[config.mk]
export PLATFORM = sky130hd
export DESIGN_NAME = missing_host_watchdog
export DESIGN_NICKNAME = d
export VERILOG_FILES = /design/src/watchdog_pkg.sv /design/src/missing_host_watchdog.sv /design/src/pin0_shaper.sv
export SDC_FILE = /design/constraint.sdc
export NUM_CORES = 1
export LEC_CHECK = 0
export BUFFER_PORTS_ARGS = -buffer_cell sky130_fd_sc_hd__clkbuf_2
export CAP_MARGIN = 20
export CORE_ASPECT_RATIO = 1.5
export CORE_MARGIN = 5
export CORE_UTILIZATION = 50
export DETAILED_ROUTE_END_ITERATION = 8
export PLACE_DENSITY = 0.78
export SLEW_MARGIN = 20
export SYNTH_ARGS = -nofsm -noshare
export SYNTH_HDL_FRONTEND = slang
export SYNTH_HIERARCHICAL = 1
export SYNTH_SLANG_ARGS = --single-unit
[constraint.sdc]
create_clock -name pclk -period 2.48 [get_ports pclk]
set_input_delay 0.248 -clock pclk [delete_from_list [all_inputs] [get_ports pclk]]
set_output_delay 0.248 -clock pclk [all_outputs]
set_load 0.005 [all_outputs]
[src/watchdog_pkg.sv]
/*
 * constants, field layout and helper functions of the missing-host watchdog.
 * assumes a 10 MHz pclk and an spi frame of one command word and one crc byte.
 */
package watchdog_pkg;
  // ****************************************
  // clock and timing
  // ****************************************
  localparam int unsigned CLK_HZ = 10_000_000;
  localparam int unsigned WINDOW1_MS = 10;
  localparam int unsigned WINDOW2_MS = 50;
  localparam int unsigned WINDOW3_MS = 200;
  localparam int unsigned WINDOW1_CYCLES = WINDOW1_MS * (CLK_HZ / 1000);
  localparam int unsigned WINDOW2_CYCLES = WINDOW2_MS * (CLK_HZ / 1000);
  localparam int unsigned WINDOW3_CYCLES = WINDOW3_MS * (CLK_HZ / 1000);
  localparam int unsigned HEARTBEAT_US = 1000;
  localparam int unsigned HEARTBEAT_HALF_CYCLES = (HEARTBEAT_US * (CLK_HZ / 1_000_000)) / 2;
  localparam int CNT_W = 24;

  // ****************************************
  // register map
  // ****************************************
  localparam int ADDR_W = 12;
  localparam logic [11:0] ADDR_CTRL = 12'h000;
  localparam logic [11:0] ADDR_COUNT = 12'h004;
  localparam logic [11:0] ADDR_IRQ_STATUS = 12'h008;
  localparam logic [11:0] ADDR_IRQ_MASK = 12'h00c;
  localparam logic [11:0] ADDR_PIN = 12'h010;
  localparam int CTRL_W = 7;
  localparam int CTRL_SEL_LSB = 0;
  localparam int CTRL_SEL_MSB = 1;
  localparam int CTRL_POL = 2;
  localparam int CTRL_DIR = 3;
  localparam int CTRL_SRC = 4;
  localparam int CTRL_FMT = 5;
  localparam int CTRL_MANUAL = 6;
  localparam logic [6:0] CTRL_RESET = 7'h00;
  localparam int IRQ_W = 2;
  localparam int IRQ_GOOD = 0;
  localparam int IRQ_BAD = 1;
  localparam logic [1:0] IRQ_RESET = 2'h0;
  localparam logic [1:0] SEL_OFF = 2'h0;
  localparam logic [1:0] SEL_WIN1 = 2'h1;
  localparam logic [1:0] SEL_WIN2 = 2'h2;
  localparam logic [1:0] SEL_WIN3 = 2'h3;

  // ****************************************
  // spi frame
  // ****************************************
  localparam int FRAME_BITS = 24;
  localparam int CMD_BITS = 16;
  localparam int CRC_W = 8;
  localparam int BITCNT_W = 5;
  localparam logic [4:0] BITCNT_MAX = 5'h1f;
  localparam logic [4:0] BITCNT_FRAME = 5'h18;
  localparam logic [4:0] BITCNT_CMD = 5'h10;
  localparam logic [7:0] CRC_POLY = 8'h07;
  localparam logic [7:0] CRC_INIT = 8'h00;
  localparam logic [15:0] CMD_ALL_ZERO = 16'h0000;
  localparam logic [15:0] CMD_ALL_ONES = 16'hffff;

  typedef enum logic [2:0] {
    FR_IDLE = 3'b001,
    FR_SHIFT = 3'b010,
    FR_EVAL = 3'b100
  } frame_state_e;

  function automatic logic [7:0] crc8_step(input logic [7:0] crc, input logic din);
    crc8_step = {crc[6:0], 1'b0} ^ ((crc[7] ^ din) ? CRC_POLY : 8'h00);
  endfunction : crc8_step

  function automatic logic cmd_valid(input logic [15:0] cmd);
    cmd_valid = (cmd != CMD_ALL_ZERO) && (cmd != CMD_ALL_ONES);
  endfunction : cmd_valid
endpackage : watchdog_pkg
[src/missing_host_watchdog.sv]
/*
 * missing-host watchdog with apb registers, spi frame checker and pin 0 driver.
 * assumes spi pins and pin 0 input are asynchronous to pclk; mode 0 spi, msb first.
 */
// Decided for this implementation: register access over APB and the register addresses.
`timescale 1ns/1ps
module missing_host_watchdog #(
  parameter int unsigned WIN1_CYCLES = watchdog_pkg::WINDOW1_CYCLES,
  parameter int unsigned WIN2_CYCLES = watchdog_pkg::WINDOW2_CYCLES,
  parameter int unsigned WIN3_CYCLES = watchdog_pkg::WINDOW3_CYCLES,
  parameter int unsigned HB_HALF_CYCLES = watchdog_pkg::HEARTBEAT_HALF_CYCLES
) (
  input wire logic pclk,
  input wire logic presetn,
  input wire logic [watchdog_pkg::ADDR_W-1:0] paddr,
  input wire logic psel,
  input wire logic penable,
  input wire logic pwrite,
  input wire logic [31:0] pwdata,
  output logic [31:0] prdata,
  output logic pready,
  output logic pslverr,
  input wire logic spi_sclk,
  input wire logic spi_cs_n,
  input wire logic spi_mosi,
  input wire logic pin0_in,
  output logic pin0_out,
  output logic pin0_oe,
  output logic irq
);
  import watchdog_pkg::*;

  // ****************************************
  // registers and apb decode
  // ****************************************
  logic [CTRL_W-1:0] ctrl;
  logic [IRQ_W-1:0] irq_status;
  logic [IRQ_W-1:0] irq_mask;
  logic [CNT_W-1:0] count;
  logic alarm;
  logic pin0_sync1, pin0_sync2;

  wire logic setup = psel & ~penable;
  wire logic access = psel & penable;
  wire logic hit_ctrl = (paddr == ADDR_CTRL);
  wire logic hit_count = (paddr == ADDR_COUNT);
  wire logic hit_status = (paddr == ADDR_IRQ_STATUS);
  wire logic hit_mask = (paddr == ADDR_IRQ_MASK);
  wire logic hit_pin = (paddr == ADDR_PIN);
  wire logic addr_ok = hit_ctrl | hit_count | hit_status | hit_mask | hit_pin;
  wire logic wr = access & pwrite & addr_ok;
  wire logic wr_ctrl = wr & hit_ctrl;
  wire logic wr_status = wr & hit_status;
  wire logic wr_mask = wr & hit_mask;
  wire logic [31:0] rd_mux =
    hit_ctrl ? {{(32-CTRL_W){1'b0}}, ctrl} :
    hit_count ? {{(32-CNT_W){1'b0}}, count} :
    hit_status ? {{(32-IRQ_W){1'b0}}, irq_status} :
    hit_mask ? {{(32-IRQ_W){1'b0}}, irq_mask} :
    hit_pin ? {31'h00000000, pin0_sync2} : 32'h00000000;

  assign pready = 1'b1;
  assign pslverr = access & ~addr_ok;

  always_ff @(posedge pclk or negedge presetn) begin
    if (!presetn) begin
      prdata <= 32'h00000000;
    end else if (setup && !pwrite) begin
      prdata <= rd_mux;
    end
  end

  always_ff @(posedge pclk or negedge presetn) begin
    if (!presetn) begin
      ctrl <= CTRL_RESET;
      irq_mask <= IRQ_RESET;
    end else begin
      if (wr_ctrl) begin
        ctrl <= pwdata[CTRL_W-1:0];
      end
      if (wr_mask) begin
        irq_mask <= pwdata[IRQ_W-1:0];
      end
    end
  end

  wire logic [1:0] sel = ctrl[CTRL_SEL_MSB:CTRL_SEL_LSB];

  // ****************************************
  // input synchronisers
  // ****************************************
  logic sclk_s1, sclk_s2, sclk_s3;
  logic cs_s1, cs_s2, cs_s3;
  logic mosi_s1, mosi_s2;

  always_ff @(posedge pclk or negedge presetn) begin
    if (!presetn) begin
      sclk_s1 <= 1'b0;
      sclk_s2 <= 1'b0;
      sclk_s3 <= 1'b0;
      cs_s1 <= 1'b1;
      cs_s2 <= 1'b1;
      cs_s3 <= 1'b1;
      mosi_s1 <= 1'b0;
      mosi_s2 <= 1'b0;
      pin0_sync1 <= 1'b0;
      pin0_sync2 <= 1'b0;
    end else begin
      sclk_s1 <= spi_sclk;
      sclk_s2 <= sclk_s1;
      sclk_s3 <= sclk_s2;
      cs_s1 <= spi_cs_n;
      cs_s2 <= cs_s1;
      cs_s3 <= cs_s2;
      mosi_s1 <= spi_mosi;
      mosi_s2 <= mosi_s1;
      pin0_sync1 <= pin0_in;
      pin0_sync2 <= pin0_sync1;
    end
  end

  wire logic sclk_rise = sclk_s2 & ~sclk_s3;
  wire logic cs_fall = ~cs_s2 & cs_s3;
  wire logic cs_rise = cs_s2 & ~cs_s3;

  // ****************************************
  // spi frame checker
  // ****************************************
  frame_state_e fstate, next_fstate;
  logic [FRAME_BITS-1:0] shift;
  logic [BITCNT_W-1:0] bitcnt;
  logic [CRC_W-1:0] crc;

  always_comb begin
    next_fstate = fstate;
    unique case (fstate)
      FR_IDLE: begin
        if (cs_fall) begin
          next_fstate = FR_SHIFT;
        end
      end
      FR_SHIFT: begin
        if (cs_rise) begin
          next_fstate = FR_EVAL;
        end
      end
      FR_EVAL: begin
        next_fstate = FR_IDLE;
      end
      default: begin
        next_fstate = FR_IDLE;
      end
    endcase
  end

  wire logic take_bit = (fstate == FR_SHIFT) & sclk_rise & ~cs_s2;
  wire logic [BITCNT_W-1:0] next_bitcnt = (bitcnt == BITCNT_MAX) ? bitcnt : bitcnt + BITCNT_W'(1);
  wire logic frame_end = (fstate == FR_EVAL);
  wire logic frame_ok = (bitcnt == BITCNT_FRAME) && cmd_valid(shift[FRAME_BITS-1:CRC_W])
                        && (crc == shift[CRC_W-1:0]);
  wire logic frame_good = frame_end & frame_ok;
  wire logic frame_bad = frame_end & ~frame_ok;

  always_ff @(posedge pclk or negedge presetn) begin
    if (!presetn) begin
      fstate <= FR_IDLE;
      shift <= '0;
      bitcnt <= '0;
      crc <= CRC_INIT;
    end else begin
      fstate <= next_fstate;
      if (cs_fall) begin
        bitcnt <= '0;
        crc <= CRC_INIT;
      end else if (take_bit) begin
        shift <= {shift[FRAME_BITS-2:0], mosi_s2};
        bitcnt <= next_bitcnt;
        if (bitcnt < BITCNT_CMD) begin
          crc <= crc8_step(crc, mosi_s2);
        end
      end
    end
  end

  // ****************************************
  // watchdog counter and alarm
  // ****************************************
  function automatic logic [CNT_W-1:0] window_last(input logic [1:0] code);
    unique case (code)
      SEL_WIN1: window_last = CNT_W'(WIN1_CYCLES - 1);
      SEL_WIN2: window_last = CNT_W'(WIN2_CYCLES - 1);
      SEL_WIN3: window_last = CNT_W'(WIN3_CYCLES - 1);
      SEL_OFF: window_last = '0;
    endcase
  endfunction : window_last

  logic enabled_d;
  wire logic enabled = (sel != SEL_OFF);
  wire logic enable_edge = enabled & ~enabled_d;
  wire logic timeout_hit = enabled & ~alarm & ~frame_good & ~enable_edge & (count == window_last(sel));
  wire logic restart = ~enabled | enable_edge | frame_good;
  wire logic [CNT_W-1:0] next_count = restart ? '0 : (alarm ? count : count + CNT_W'(1));
  wire logic next_alarm = enabled & (alarm | timeout_hit);

  always_ff @(posedge pclk or negedge presetn) begin
    if (!presetn) begin
      enabled_d <= 1'b0;
      count <= '0;
      alarm <= 1'b0;
    end else begin
      enabled_d <= enabled;
      count <= next_count;
      alarm <= next_alarm;
    end
  end

  // ****************************************
  // interrupts from frame events only
  // ****************************************
  wire logic [IRQ_W-1:0] irq_events = {frame_bad, frame_good};
  wire logic [IRQ_W-1:0] irq_clear = wr_status ? pwdata[IRQ_W-1:0] : '0;
  wire logic [IRQ_W-1:0] next_irq_status = (irq_status & ~irq_clear) | irq_events;

  always_ff @(posedge pclk or negedge presetn) begin
    if (!presetn) begin
      irq_status <= IRQ_RESET;
    end else begin
      irq_status <= next_irq_status;
    end
  end

  assign irq = |(irq_status & irq_mask);

  // ****************************************
  // heartbeat and pin 0
  // ****************************************
  logic heartbeat;
  logic [CNT_W-1:0] hb_cnt;
  wire logic hb_wrap = (hb_cnt == CNT_W'(HB_HALF_CYCLES - 1));

  always_ff @(posedge pclk or negedge presetn) begin
    if (!presetn) begin
      hb_cnt <= '0;
      heartbeat <= 1'b0;
    end else begin
      hb_cnt <= hb_wrap ? '0 : hb_cnt + CNT_W'(1);
      if (hb_wrap) begin
        heartbeat <= ~heartbeat;
      end
    end
  end

  pin0_shaper u_pin0 (
    .pclk(pclk),
    .presetn(presetn),
    .alarm(alarm),
    .heartbeat(heartbeat),
    .direction(ctrl[CTRL_DIR]),
    .source_select(ctrl[CTRL_SRC]),
    .output_format(ctrl[CTRL_FMT]),
    .polarity(ctrl[CTRL_POL]),
    .manual_value(ctrl[CTRL_MANUAL]),
    .pin_out(pin0_out),
    .pin_oe(pin0_oe)
  );

  // ****************************************
  // assertions
  // ****************************************
  wire logic shows_alarm = ctrl[CTRL_DIR] & ~ctrl[CTRL_SRC];
endmodule : missing_host_watchdog

[src/pin0_shaper.sv]
/*
 * output stage of the shared pin 0: source select, polarity and format.
 * assumes alarm and heartbeat come from logic on the same pclk.
 */
`timescale 1ns/1ps
module pin0_shaper (
  input wire logic pclk,
  input wire logic presetn,
  input wire logic alarm,
  input wire logic heartbeat,
  input wire logic direction,
  input wire logic source_select,
  input wire logic output_format,
  input wire logic polarity,
  input wire logic manual_value,
  output logic pin_out,
  output logic pin_oe
);
  // ****************************************
  // level selection
  // ****************************************
  wire logic inactive_level = output_format ? heartbeat : ~polarity;
  wire logic alarm_level = alarm ? polarity : inactive_level;
  wire logic next_pin_out = direction & (source_select ? manual_value : alarm_level);

  always_ff @(posedge pclk or negedge presetn) begin
    if (!presetn) begin
      pin_out <= 1'b0;
      pin_oe <= 1'b0;
    end else begin
      pin_out <= next_pin_out;
      pin_oe <= direction;
    end
  end
endmodule : pin0_shaper

==> metrics.cfg <==
[status]
status=finished, final reports clean

[setup_path]
path_max_fanout=11
worstPathArrival_ns=2.47
worst_path_max_delay_cell=nor4bb_1
path_cells=xor2_1 > nor3_1 > nor4bb_1 > a211o_1 > buf_4 > a21oi_1
cp-start-kind=flip-flop
reg2reg_depth=6
cpPeakStageDelay_ns=0.50
r2r_setup_slack_ns=0.29
crit_required_ns=2.77
path_class=reg -> reg
end_kind=flip-flop

[sta]
fmax_mhz=457.3
tns_ns=0
fin_crit_ns=2.187
hold_violations=0
finalSetupViolCount=0
max_slew_margin=0.5798
finalHoldWorstSlack_ns=0.04137
finalCritPeriodShare=0.8818
tightest_slew_ns=0.6251
rsz0062_at_grt=no
final_max_slew_viol_count=0
skew_ns=0.007722

[detailed_routing]
wl_per_cell_microns=16.61
vias_per_cell=5.712
route.vias.total=4587
totalWireLength_mm=13.34
drtPass1Iterations=4
drtIter0Drc=219
postRouteAntennaNets=0
drc=0

[grt]
grt_pass1_wl_mm=22.51
grt_pass1_vias=4826
grt.total_usage=0.1849
grt_max_degree=80
grt.overflow.total=0
antenna_found_initial=0

[clocking]
numCtsBuffers=17
cts_tree=done
clockBufferDepth=2
cts_num_sinks=138
clkTransAtPathRegs_ns=0.06
cts_root_buf=clkbuf_16
htreeDepth=4
cts_setup_buffers=0
clk_latency_ns=0.41

[floorplanning]
num_rows=50
die_area_sq_um=15280
die_y_microns=148.9
fp.dieW_microns=102.6
start_util=0.5115
core_area_sq_um=12570
num_io_pins=90

[power]
ir_worst_vdd_v=0.0004092
p_leak_nw=3.617
pwr_density_cell_nw_per_um2=636.1

[synthesis]
syn-cell-area_sq_um=6432
seq_area_frac_synth=0.5376
synth.top_cells.by_area=dfrtp_1 (52%), mux2_4 (4.7%), xnor2_1 (4.4%), nor2_1 (3.7%), xor2_1 (3.5%)
yosysWarnings=6
synth.top_cell.area_share=0.5213
synthCells=571
ys_ff_latch=138
ys.flop_type=dfrtp_1
avgSynthCellArea_sq_um=11.27
synthArstFlopShare=1.000
ys_types=52
synth_top_area_cell=dfrtp_1
synth_edf_count=0

[placement]
portBuffers=55
place_hpwl_mm=9.488
gp_congestion=0.8475

[layout]
final_nets=698
fillers=1011
antenna_cells=0
area_growth_pct=15.44
drive_gt1_frac=0.2056

[job]
drv_cap=0

[worst_hold_path]
hold_class=in -> reg
whs_path_depth=3

-- cells in the final DEF (no fill, tap or decap), drive strengths merged, types with 4 or more instances in the layout --
cell           n
a21oi          7
a22o          19
a22oi          5
and3          12
and4           6
buf           11
clkbuf        75
clkinv         4
clkinvlp       4
conb           9
dfrtp        134
dfstp          4
dlygate4sd3    5
ha            10
inv           18
mux2          26
mux2i         11
nand2         33
nand3         18
nand4         20
nor2          63
nor2b          4
nor3          11
nor4          13
o21ai         24
o31ai          4
or3            6
or4            4
xnor2         32
xor2          26
-- state kept, by name (all words and copies together), names as in the netlist, 2 cells and up --
name and cells:
count 24, hb_cnt 24, prdata 24, shift 24
crc 8, ctrl 7, bitcnt 5, fstate 3
irq_mask 2, irq_status 2
-- Yosys cell counts (all sizes together), types with 4 or more instances --
cell	count
o31ai	4
ha	10
nor4	13
nand4	20
and3	12
dfrtp	134
dfstp	4
nand3	18
xor2	26
nor2b	4
nand2	33
xnor2	32
inv	16
a22o	19
and4	6
mux2	26
mux2i	11
clkbuf	15
a22oi	5
buf	17
nor3	11
nor2	63
or3	6
a21oi	7
or4	4
o21ai	24
-- cell families (layout without fill, tap and decap cells) --
| logic type | after synthesis | count (layout) | share of synthesized area |
|---|---|---|---|
| and+or+nand+nor | 206 | 206 | 0.1683 |
| DFF | 138 | 138 | 0.5376 |
| AOI/OAI and AO/OA | 71 | 71 | 0.07625 |
| xor gates and xnor gates | 58 | 58 | 0.07897 |
| buffers and inverters | 48 | 117 | 0.04046 |
| muxes | 38 | 38 | 0.07781 |
| adders and majority gates | 10 | 10 | 0.01945 |
| other | 2 | 9 | 0.001168 |
-- through the flow --
stage,setup slack [ns],power [mW],std cells,utilization,area (sq um)
3_5_place_dp,0.3649,2.474,767,0.5438,6838
6_report,0.2932,4.723,803,0.5905,7426
5_1_grt,0.1935,4.888,803,0.5905,7426
4_1_cts,0.3245,4.761,803,0.5905,7426
3_3_place_gp,0.3974,2.467,767,0.5438,6838
2_1_floorplan,0.5080,2.391,578,-,6459
-- routing by layer --
metal,up-vias,share of wire,global-route usage
met5,-,0,0
met1,2309,0.38,0.2102
met3,26,0.060,0.05335
li1,2120,-,-
met2,132,0.54,0.3228
met4,0,0.017,0.07026
-- power by group --
group          leakage (nW)  switching, mW  total (mW)  internal, mW
Sequential             1.82         0.0175        2.29          2.27
Clock                 0.258          0.937        2.29          1.35
Combinational          1.54         0.0922       0.145        0.0532
-- what timing repair did --
action,in CTS,in global routing
hold endpoints to repair,24,0
resized for setup,0,0
hold buffers,5,0
-- critical path, delay by kind of cell (launching register included) --
kind / cells / cell delay [ns]
simple gates: 2 / 0.72
compound gates: 2 / 0.47
xor+xnor: 1 / 0.20
flops: 1 / 0.42
buf+inv: 1 / 0.25
-- path summary, 6_finish.rpt --
path,startpoint,to
max,crc[1]$_DFFE_PN0P_,count[21]$_DFFE_PN0P_
min in group asynchronous,presetn,prdata[7]$_DFFE_PN0P_
max in group asynchronous,presetn,count[6]$_DFFE_PN0P_
min,pwdata[2],ctrl[2]$_DFFE_PN0P_
min reg2reg,sclk_s1$_DFF_PN0_,sclk_s2$_DFF_PN0_
max reg2reg,crc[1]$_DFFE_PN0P_,count[21]$_DFFE_PN0P_
-- cell type report --
class                   count  area [sq um]  share of cell area
flip-flops and latches    138          3458              0.4657
multi-input cells         392          2755              0.3710
clock buffers              21         470.5             0.06335
repair buffers             70         419.2             0.05644
well taps                 156         195.2             0.02628
clock inverters            10         67.56            0.009099
inverters                  16         60.06            0.008088
Power figures use the tool's default switching activity.
